$ cat src/include/tmr_regs.svh
// Register offsets, field positions, reset values and counts of the timer
`ifndef TMR_REGS_SVH
`define TMR_REGS_SVH
`define TMR_OFF_FLAGS 6'h0B
`define TMR_OFF_ENABLES 6'h0C
`define TMR_OFF_FORCE 6'h22
`define TMR_OFF_CAP_LO 6'h24
`define TMR_OFF_CAP_HI 6'h25
`define TMR_OFF_CMPB_LO 6'h28
`define TMR_OFF_CMPB_HI 6'h29
`define TMR_OFF_CMPA_LO 6'h2A
`define TMR_OFF_CMPA_HI 6'h2B
`define TMR_OFF_CNT_LO 6'h2C
`define TMR_OFF_CNT_HI 6'h2D
`define TMR_OFF_CTRL_B 6'h2E
`define TMR_OFF_CTRL_A 6'h2F
`define TMR_BIT_CAP 5
`define TMR_BIT_CMPB 2
`define TMR_BIT_CMPA 1
`define TMR_BIT_OVF 0
`define TMR_BIT_FORCE_A 7
`define TMR_BIT_FORCE_B 6
`define TMR_BIT_EDGE 6
`define TMR_BIT_CMP_SRC 2
`define TMR_CTRL_A_MASK 8'hF7
`define TMR_CTRL_B_MASK 8'hDF
`define TMR_RESET_BYTE 8'h00
`define TMR_MAX 16'hFFFF
`define TMR_TOP_8 16'h00FF
`define TMR_TOP_9 16'h01FF
`define TMR_TOP_10 16'h03FF
`define TMR_PRESC_W 10
`endif

$ cat src/include/tmr_pkg.sv
// Types shared by the timer design files
package tmr_pkg;
   typedef enum logic [2:0] {
      TMR_SRC_STOP = 3'h0,
      TMR_SRC_DIV1 = 3'h1,
      TMR_SRC_DIV8 = 3'h2,
      TMR_SRC_DIV64 = 3'h3,
      TMR_SRC_DIV256 = 3'h4,
      TMR_SRC_DIV1024 = 3'h5,
      TMR_SRC_PIN_FALL = 3'h6,
      TMR_SRC_PIN_RISE = 3'h7
   } tmr_clk_src_type;

   typedef struct packed {
      logic [5:0] addr;
      logic [7:0] wdata;
      logic wr;
      logic rd;
   } tmr_io_req_type;

   typedef struct packed {
      logic capture;
      logic cmp_b;
      logic cmp_a;
      logic ovf;
   } tmr_irq_type;
endpackage

$ cat src/rtl/tmr_clk_gen.sv
// Timer tick generator: free-running prescaler and count pin edge detector
`timescale 1ns/1ps
`default_nettype none
`include "tmr_regs.svh"
module tmr_clk_gen
   import tmr_pkg::*;
#(
   parameter int PRESC_W = `TMR_PRESC_W
)(
   input wire logic clk_sys,
   input wire logic rst_n,
   input wire tmr_clk_src_type clk_src,
   input wire logic count_input_pin,
   output logic timer_tick
);
   logic [PRESC_W-1:0] presc_ff, nxt_presc;
   logic pin_s1_ff, pin_s2_ff, pin_s3_ff;
   logic nxt_s1, nxt_s2, nxt_s3;

   // Tap is active when all bits below the divisor are ones
   function automatic logic tap(input logic [PRESC_W-1:0] p, input int w);
      logic [PRESC_W-1:0] m;
      m = PRESC_W'((1 << w) - 1);
      return (p & m) == m;
   endfunction

   // Pad level is sampled whatever the pin direction
   always_comb begin
      nxt_presc = presc_ff + 1'b1;
      nxt_s1 = count_input_pin;
      nxt_s2 = pin_s1_ff;
      nxt_s3 = pin_s2_ff;
   end

   always_ff @(posedge clk_sys or negedge rst_n) begin
      if (!rst_n) begin
         presc_ff <= '0;
         pin_s1_ff <= 1'b0;
         pin_s2_ff <= 1'b0;
         pin_s3_ff <= 1'b0;
      end else begin
         presc_ff <= nxt_presc;
         pin_s1_ff <= nxt_s1;
         pin_s2_ff <= nxt_s2;
         pin_s3_ff <= nxt_s3;
      end
   end

   always_comb begin
      case (clk_src)
         TMR_SRC_DIV1: timer_tick = 1'b1;
         TMR_SRC_DIV8: timer_tick = tap(presc_ff, 3);
         TMR_SRC_DIV64: timer_tick = tap(presc_ff, 6);
         TMR_SRC_DIV256: timer_tick = tap(presc_ff, 8);
         TMR_SRC_DIV1024: timer_tick = tap(presc_ff, 10);
         TMR_SRC_PIN_FALL: timer_tick = !pin_s2_ff && pin_s3_ff;
         TMR_SRC_PIN_RISE: timer_tick = pin_s2_ff && !pin_s3_ff;
         default: timer_tick = 1'b0;
      endcase
   end
endmodule // tmr_clk_gen
`default_nettype wire

$ cat src/rtl/tmr_core.sv
// 16-bit timer/counter registers, counter, compare, capture and flags
// Functional notes
// - Source code 0 stops counter; codes 1-5 divide clock by 1,8,64,256,1024.
// - Code 6 counts falling count pin edges, code 7 rising edges.
// - Count pin edges count even when the pin is an output.
// - Force compare bits act only in non-PWM waveform modes.
// - Force compare makes an immediate match using the current output action.
// - Forced match raises no interrupt and never clears the counter.
// - Force compare bits are write-only strobes and read back zero.
// - Unused force bits and reserved mask/flag bits read zero.
// - Counter read and written as two bytes via shared high-byte holding register.
// - Counter write blocks compare matches on the next timer tick.
// - Both compare values are compared continuously with the counter.
// - Compare writes go through holding byte; both bytes update together.
// - Capture loads counter on pin or comparator edge; may be top.
// - Capture reads use the holding byte so both bytes match.
// - Interrupt asks only when enable, global enable and flag are set.
// - Capture flag sets on capture, or at top when capture is top.
// - Compare flag sets on the timer tick after the match cycle.
// - Forced compare leaves the compare flag unchanged.
// - Overflow flag sets at MAX in normal/clear modes, else at top.
// - Flags clear on vector execution or on writing one.
// - With capture as top, capture input is disconnected.
// - Non-PWM actions: 00 off, 01 toggle, 10 clear, 11 set.
`timescale 1ns/1ps
`default_nettype none
`include "tmr_regs.svh"
module tmr_core
   import tmr_pkg::*;
(
   input wire logic clk_sys,
   input wire logic rst_n,
   input wire tmr_io_req_type io_req,
   output logic [7:0] io_rd_data,
   input wire logic irq_global_en,
   input wire tmr_irq_type irq_ack,
   output tmr_irq_type irq_req,
   input wire logic count_input_pin,
   input wire logic capture_input_pin,
   input wire logic analog_cmp_out,
   output logic wave_out_a,
   output logic wave_oe_a,
   output logic wave_out_b,
   output logic wave_oe_b
);
   logic [7:0] ctrl_a_ff, nxt_ctrl_a, ctrl_b_ff, nxt_ctrl_b;
   logic [7:0] temp_ff, nxt_temp, rd_ff, nxt_rd;
   logic [15:0] cnt_ff, nxt_cnt, ocra_ff, nxt_ocra;
   logic [15:0] ocrb_ff, nxt_ocrb, icr_ff, nxt_icr;
   tmr_irq_type flags_ff, nxt_flags, en_ff, nxt_en, set_v, clr_v;
   logic block_ff, nxt_block, cap_prev_ff, nxt_cap_prev;
   logic wave_a_ff, nxt_wave_a, wave_b_ff, nxt_wave_b;
   logic timer_tick, non_pwm, icr_top, cap_src, cap_evt, top_hit;
   logic hit_a, hit_b, force_a, force_b;
   logic [3:0] wave_mode_select;
   logic [15:0] top_val;
   logic [1:0] compare_output_action_a, compare_output_action_b;

   function automatic logic hit(input tmr_io_req_type r,
                                input logic [5:0] off);
      return r.addr == off;
   endfunction

   // Output level after a match for a non-PWM action code
   function automatic logic act(input logic [1:0] com, input logic cur);
      case (com)
         2'h1: return !cur;
         2'h2: return 1'b0;
         2'h3: return 1'b1;
         default: return cur;
      endcase
   endfunction

   tmr_clk_gen u_clk_gen (
      .clk_sys(clk_sys),
      .rst_n(rst_n),
      .clk_src(tmr_clk_src_type'(ctrl_b_ff[2:0])),
      .count_input_pin(count_input_pin),
      .timer_tick(timer_tick)
   );

   assign wave_mode_select = {ctrl_b_ff[4:3], ctrl_a_ff[1:0]};
   assign compare_output_action_a = ctrl_a_ff[7:6];
   assign compare_output_action_b = ctrl_a_ff[5:4];
   assign non_pwm = (wave_mode_select == 4'h0) ||
                    (wave_mode_select == 4'h4) ||
                    (wave_mode_select == 4'hC);
   assign icr_top = (wave_mode_select == 4'h8) ||
                    (wave_mode_select == 4'hA) ||
                    (wave_mode_select == 4'hC) ||
                    (wave_mode_select == 4'hE);

   always_comb begin
      case (wave_mode_select)
         4'h1, 4'h5: top_val = `TMR_TOP_8;
         4'h2, 4'h6: top_val = `TMR_TOP_9;
         4'h3, 4'h7: top_val = `TMR_TOP_10;
         4'h4, 4'h9, 4'hB, 4'hF: top_val = ocra_ff;
         4'h8, 4'hA, 4'hC, 4'hE: top_val = icr_ff;
         default: top_val = `TMR_MAX;
      endcase
   end

   // Capture source edge; disconnected when capture is top
   assign cap_src = ctrl_a_ff[`TMR_BIT_CMP_SRC] ? analog_cmp_out :
                    capture_input_pin;
   assign cap_evt = !icr_top && (ctrl_b_ff[`TMR_BIT_EDGE] ?
                    (cap_src && !cap_prev_ff) :
                    (!cap_src && cap_prev_ff));
   assign top_hit = timer_tick && (cnt_ff == top_val);

   // Match seen in the previous timer cycle, unless blocked
   assign hit_a = timer_tick && !block_ff && (cnt_ff == ocra_ff);
   assign hit_b = timer_tick && !block_ff && (cnt_ff == ocrb_ff);
   assign force_a = io_req.wr && hit(io_req, `TMR_OFF_FORCE) &&
                    io_req.wdata[`TMR_BIT_FORCE_A] && non_pwm;
   assign force_b = io_req.wr && hit(io_req, `TMR_OFF_FORCE) &&
                    io_req.wdata[`TMR_BIT_FORCE_B] && non_pwm;

   // Hardware set takes priority over any clear in the same cycle
   always_comb begin
      set_v.capture = icr_top ? top_hit : cap_evt;
      set_v.cmp_b = hit_b;
      set_v.cmp_a = hit_a;
      set_v.ovf = non_pwm ? (timer_tick && cnt_ff == `TMR_MAX) :
                  top_hit;
      clr_v = irq_ack;
      if (io_req.wr && hit(io_req, `TMR_OFF_FLAGS)) begin
         clr_v.capture = irq_ack.capture || io_req.wdata[`TMR_BIT_CAP];
         clr_v.cmp_b = irq_ack.cmp_b || io_req.wdata[`TMR_BIT_CMPB];
         clr_v.cmp_a = irq_ack.cmp_a || io_req.wdata[`TMR_BIT_CMPA];
         clr_v.ovf = irq_ack.ovf || io_req.wdata[`TMR_BIT_OVF];
      end
      nxt_flags = (flags_ff & ~clr_v) | set_v;
   end

   // Counter, compare, capture and holding byte
   always_comb begin
      nxt_cnt = cnt_ff;
      nxt_ocra = ocra_ff;
      nxt_ocrb = ocrb_ff;
      nxt_icr = icr_ff;
      nxt_temp = temp_ff;
      nxt_ctrl_a = ctrl_a_ff;
      nxt_ctrl_b = ctrl_b_ff;
      nxt_en = en_ff;
      nxt_cap_prev = cap_src;
      nxt_block = timer_tick ? 1'b0 : block_ff;
      if (timer_tick) begin
         // Forced strobes never reach this wrap, so they never clear
         nxt_cnt = (cnt_ff == top_val) ? 16'h0000 : cnt_ff + 16'h0001;
      end
      if (cap_evt) begin
         nxt_icr = cnt_ff;
      end
      if (io_req.wr) begin
         if (hit(io_req, `TMR_OFF_CNT_HI) || hit(io_req, `TMR_OFF_CMPA_HI) ||
             hit(io_req, `TMR_OFF_CMPB_HI) || hit(io_req, `TMR_OFF_CAP_HI)) begin
            nxt_temp = io_req.wdata;
         end else if (hit(io_req, `TMR_OFF_CNT_LO)) begin
            nxt_cnt = {temp_ff, io_req.wdata};
            nxt_block = 1'b1;
         end else if (hit(io_req, `TMR_OFF_CMPA_LO)) begin
            nxt_ocra = {temp_ff, io_req.wdata};
         end else if (hit(io_req, `TMR_OFF_CMPB_LO)) begin
            nxt_ocrb = {temp_ff, io_req.wdata};
         end else if (hit(io_req, `TMR_OFF_CAP_LO)) begin
            nxt_icr = {temp_ff, io_req.wdata};
         end else if (hit(io_req, `TMR_OFF_CTRL_A)) begin
            nxt_ctrl_a = io_req.wdata & `TMR_CTRL_A_MASK;
         end else if (hit(io_req, `TMR_OFF_CTRL_B)) begin
            nxt_ctrl_b = io_req.wdata & `TMR_CTRL_B_MASK;
         end else if (hit(io_req, `TMR_OFF_ENABLES)) begin
            nxt_en.capture = io_req.wdata[`TMR_BIT_CAP];
            nxt_en.cmp_b = io_req.wdata[`TMR_BIT_CMPB];
            nxt_en.cmp_a = io_req.wdata[`TMR_BIT_CMPA];
            nxt_en.ovf = io_req.wdata[`TMR_BIT_OVF];
         end
      end
      // Counter or capture low byte read latches the high byte of the same moment
      if (io_req.rd && hit(io_req, `TMR_OFF_CNT_LO)) begin
         nxt_temp = cnt_ff[15:8];
      end else if (io_req.rd && hit(io_req, `TMR_OFF_CAP_LO)) begin
         nxt_temp = icr_ff[15:8];
      end
   end

   // Read data; write-only and reserved bits return zero
   always_comb begin
      nxt_rd = rd_ff;
      if (io_req.rd) begin
         if (hit(io_req, `TMR_OFF_FLAGS)) begin
            nxt_rd = {2'h0, flags_ff.capture, 2'h0, flags_ff.cmp_b,
                      flags_ff.cmp_a, flags_ff.ovf};
         end else if (hit(io_req, `TMR_OFF_ENABLES)) begin
            nxt_rd = {2'h0, en_ff.capture, 2'h0, en_ff.cmp_b,
                      en_ff.cmp_a, en_ff.ovf};
         end else if (hit(io_req, `TMR_OFF_CNT_LO)) begin
            nxt_rd = cnt_ff[7:0];
         end else if (hit(io_req, `TMR_OFF_CAP_LO)) begin
            nxt_rd = icr_ff[7:0];
         end else if (hit(io_req, `TMR_OFF_CNT_HI) ||
                      hit(io_req, `TMR_OFF_CAP_HI)) begin
            nxt_rd = temp_ff;
         end else if (hit(io_req, `TMR_OFF_CMPA_LO)) begin
            nxt_rd = ocra_ff[7:0];
         end else if (hit(io_req, `TMR_OFF_CMPA_HI)) begin
            nxt_rd = ocra_ff[15:8];
         end else if (hit(io_req, `TMR_OFF_CMPB_LO)) begin
            nxt_rd = ocrb_ff[7:0];
         end else if (hit(io_req, `TMR_OFF_CMPB_HI)) begin
            nxt_rd = ocrb_ff[15:8];
         end else if (hit(io_req, `TMR_OFF_CTRL_A)) begin
            nxt_rd = ctrl_a_ff;
         end else if (hit(io_req, `TMR_OFF_CTRL_B)) begin
            nxt_rd = ctrl_b_ff;
         end else begin
            nxt_rd = `TMR_RESET_BYTE;
         end
      end
   end

   // Waveform outputs; PWM shaping is not modelled, so outputs hold there
   always_comb begin
      nxt_wave_a = wave_a_ff;
      nxt_wave_b = wave_b_ff;
      if (non_pwm && (hit_a || force_a)) begin
         nxt_wave_a = act(compare_output_action_a, wave_a_ff);
      end
      if (non_pwm && (hit_b || force_b)) begin
         nxt_wave_b = act(compare_output_action_b, wave_b_ff);
      end
   end

   always_ff @(posedge clk_sys or negedge rst_n) begin
      if (!rst_n) begin
         ctrl_a_ff <= `TMR_RESET_BYTE;
         ctrl_b_ff <= `TMR_RESET_BYTE;
         temp_ff <= `TMR_RESET_BYTE;
         rd_ff <= `TMR_RESET_BYTE;
         cnt_ff <= 16'h0000;
         ocra_ff <= 16'h0000;
         ocrb_ff <= 16'h0000;
         icr_ff <= 16'h0000;
         flags_ff <= '0;
         en_ff <= '0;
         block_ff <= 1'b0;
         cap_prev_ff <= 1'b0;
         wave_a_ff <= 1'b0;
         wave_b_ff <= 1'b0;
      end else begin
         ctrl_a_ff <= nxt_ctrl_a;
         ctrl_b_ff <= nxt_ctrl_b;
         temp_ff <= nxt_temp;
         rd_ff <= nxt_rd;
         cnt_ff <= nxt_cnt;
         ocra_ff <= nxt_ocra;
         ocrb_ff <= nxt_ocrb;
         icr_ff <= nxt_icr;
         flags_ff <= nxt_flags;
         en_ff <= nxt_en;
         block_ff <= nxt_block;
         cap_prev_ff <= nxt_cap_prev;
         wave_a_ff <= nxt_wave_a;
         wave_b_ff <= nxt_wave_b;
      end
   end

   assign io_rd_data = rd_ff;
   assign irq_req = flags_ff & en_ff & {4{irq_global_en}};
   assign wave_out_a = wave_a_ff;
   assign wave_out_b = wave_b_ff;
   assign wave_oe_a = compare_output_action_a != 2'h0;
   assign wave_oe_b = compare_output_action_b != 2'h0;
endmodule // tmr_core
`default_nettype wire

$ cat config.mk
export PLATFORM = sky130hd
export DESIGN_NAME = tmr_core
export DESIGN_NICKNAME = d
export VERILOG_FILES = /design/src/include/tmr_pkg.sv /design/src/rtl/tmr_clk_gen.sv /design/src/rtl/tmr_core.sv
export VERILOG_INCLUDE_DIRS = /design/src /design/src/include
export SDC_FILE = /design/constraint.sdc
export NUM_CORES = 1
export LEC_CHECK = 0
export BUFFER_PORTS_ARGS = -buffer_cell sky130_fd_sc_hd__buf_2
export CAP_MARGIN = 5
export CORE_MARGIN = 10
export CORE_UTILIZATION = 50
export DETAILED_ROUTE_END_ITERATION = 8
export HOLD_SLACK_MARGIN = 0.08
export PLACE_DENSITY = 0.67
export SKIP_CTS_REPAIR_TIMING = 1
export SYNTH_ARGS = -nofsm -noshare
export SYNTH_HDL_FRONTEND = slang
export SYNTH_SLANG_ARGS = --single-unit
$ cat constraint.sdc
create_clock -name clk_sys -period 4.22 [get_ports clk_sys]
set_clock_uncertainty 0.1 [all_clocks]
set_input_delay 0.422 -clock clk_sys [delete_from_list [all_inputs] [get_ports clk_sys]]
set_output_delay 0.422 -clock clk_sys [all_outputs]
set_load 0.02 [all_outputs]
==> flow_summary.json <==
{
  "min_period_ps": 3420,
  "grt_overflow_total": 0,
  "yosys_warnings": 0,
  "htreeDepth": 4,
  "totalWireLength_mm": 26.3,
  "total_power_mw": 4.28,
  "finalSetupViolCount": 0,
  "synthCells": 769,
  "gp_congestion": 0.952,
  "ant_nets": 0,
  "comb_power_share_pct": 23.5,
  "die_x_um": 141,
  "status": "finished, final reports clean",
  "synth_area_sq_um": 7260,
  "finalCritPeriodShare_pct": 81.0,
  "clock_power_share_pct": 34.2,
  "n_antenna_cell": 0,
  "p_leak_nw": 3.56,
  "start_kind": "flip-flop",
  "vias": 6366,
  "syn2layout_area_growth_pct": 13.0,
  "die_y_um": 141,
  "powerDensity_nw_per_um2": 521,
  "synth.most_common_cell": "dfrtp_1",
  "drt-vias-per-instance": 6.48,
  "cts_tree": "yes",
  "nNetsFinal": 820,
  "cp.required_ps": 4480,
  "async_reset_ff_share_pct": 100,
  "root_buffer": "clkbuf_16",
  "tightestPinTransition_ps": 818,
  "register_area_sq_um": 2980,
  "drc": 0,
  "grt_usage_pct": 26.5,
  "ir_drop_v": 0.000305,
  "placed_area_sq_um": 7600,
  "portBuffers": 41,
  "multiInputGateArea_sq_um": 3980,
  "clock_insertion_delay_worst_skew_ps": 430,
  "cts_buffers": 17,
  "drv_slew": 0,
  "fmaxAchievable_mhz": 293,
  "grt_pass1_vias": 6248,
  "grt_max_degree": 67,
  "grt_pass1_wl_mm": 39.5,
  "seq_power_share_pct": 42.3,
  "slew_headroom_pct": 44.7,
  "antenna_found_initial": 1,
  "design.core.area_sq_um": 14000,
  "finalSetupTns_ps": 0,
  "path_class": "flip-flop to flip-flop",
  "stdcell_area_sq_um": 8210,
  "yosys.area.top_type": "dfrtp_1",
  "drt-initial-drc-count": 699,
  "dieArea_sq_um": 19700,
  "p_sw_mw": 1.59,
  "synth_top_cell_area_share_pct": 41.0,
  "synth-seq-cells": 119,
  "drive_gt1_share_pct": 21.8,
  "syn-num-nets": 798,
  "ioPinCount": 42,
  "yosysSeqAreaShare_pct": 41.0,
  "synth-edff-count": 0,
  "start_util_pct": 51.7,
  "hold_path_class": "input pin to flip-flop",
  "worstPathArrival_ps": 3680,
  "finalHoldViolations": 0,
  "fillers": 1241,
  "syn_avg_cell_area_sq_um": 9.44,
  "synth_cell_types": 69,
  "ys_top_cells_by_count": "dfrtp_1 (119), nand2_1 (90), o21ai_0 (65)",
  "p_int_mw": 2.68,
  "clock-sinks": 119,
  "sw_frac_of_total_pct": 37.3,
  "path_clk_slew_ps": 60,
  "post-place-cells": 950,
  "post-dp-hpwl_mm": 18.6,
  "routedWlPerCell_um": 26.7,
  "drv_cap": 0,
  "end_kind": "flip-flop",
  "crit_path_max_fanout": 13,
  "fin_cells": 983,
  "rsz0062_at_grt": "no",
  "synth.area.top_cells": "dfrtp_1 (41%), mux2_2 (9.9%), mux2i_1 (4.8%)",
  "dr.pass1.iters": 6,
  "num_rows": 43,
  "synth_ff_type": "dfrtp_1",
  "clockBufferDepth": 2
}
## logic make-up after synthesis
logic type	after synthesis	share of synthesized area (%)
mux	99	14.8
xor+xnor	50	6.03
compound gates	171	15.9
buf+inv	77	4.45
fa+ha+maj	3	0.517
flops	119	41.0
simple gates	250	17.3
## cell usage in the layout (no fill, tap or decap), types with 20 or more instances in the layout
cell	Yosys	routed
nand2_1	90	90
mux2_2	64	64
buf_2	6	40
xor2_1	33	33
o21ai_0	65	65
dfrtp_1	119	119
inv_1	20	20
a21oi_1	21	21
nand3_1	20	20
nor3_1	23	22
nor2_1	37	37
mux2i_1	35	35
## final cells by class
cell class / count / area share (%)
multi-input cells: 573 / 48.5
flip-flops and latches: 119 / 36.3
clock buffers: 18 / 5.35
repair buffers: 59 / 4.39
well taps: 180 / 2.74
clock inverters: 13 / 1.78
inverters: 21 / 0.960
## routing by layer
metal  wire [um]  global-route usage (%)
met5           0                       0
met4         988                    12.3
met3        2370                    6.32
met2       11700                    39.2
met1       11200                    35.7
## power groups by stage
stage	combinational (mW)	clock (mW)	sequential [mW]
after floorplan	0.802	0	1.51
after global placement	0.972	0	1.80
after detailed placement	0.985	0	1.81
after CTS	0.992	1.47	1.79
after global routing	1.10	1.53	1.82
final	1.01	1.46	1.81
## critical path: stages, from the launching register on
cell	delay (ps)
dfrtp_1	540
nor2b_1	670
buf_4	290
nor3_1	50
o21ai_0	200
xor2_1	90
a2111o_1	290
or4_4	620
nor2_8	290
a31o_1	190
## registers in the layout, summed over array words and instances, names as in the netlist, 8 cells and up
signal,cells
cnt_ff,16
icr_ff,16
ocra_ff,16
ocrb_ff,16
u_clk_gen.presc_ff,10
io_rd_data,8
temp_ff,8
## worst paths after layout
| check | from | end | slack, ps | depth (start not counted) |
|---|---|---|---|---|
| max | ctrl_a_ff[1] | flags_ff[3] | 800 | 9 |
| min | irq_ack[1] | flags_ff[1] | 160 | 3 |
| max reg2reg | ctrl_a_ff[1] | flags_ff[3] | 800 | 9 |
| min reg2reg | u_clk_gen.nxt_s2 | u_clk_gen.nxt_s3 | 280 | 0 |
| max in group asynchronous | rst_n | cnt_ff[5] | 2710 | 3 |
| min in group asynchronous | rst_n | io_rd_data[7] | 510 | 2 |
## per-stage QoR
stage / setup WS, ps / hold WS [ps] / util (%)
floorplan: 1430 / 26.4 / -
global placement: 887 / 237 / 54.1
detailed placement: 856 / 236 / 54.1
CTS: 812 / -23.6 / 58.3
global route: 610 / 172 / 58.5
finish: 801 / 163 / 58.5
(Power assumes the default switching activity.)
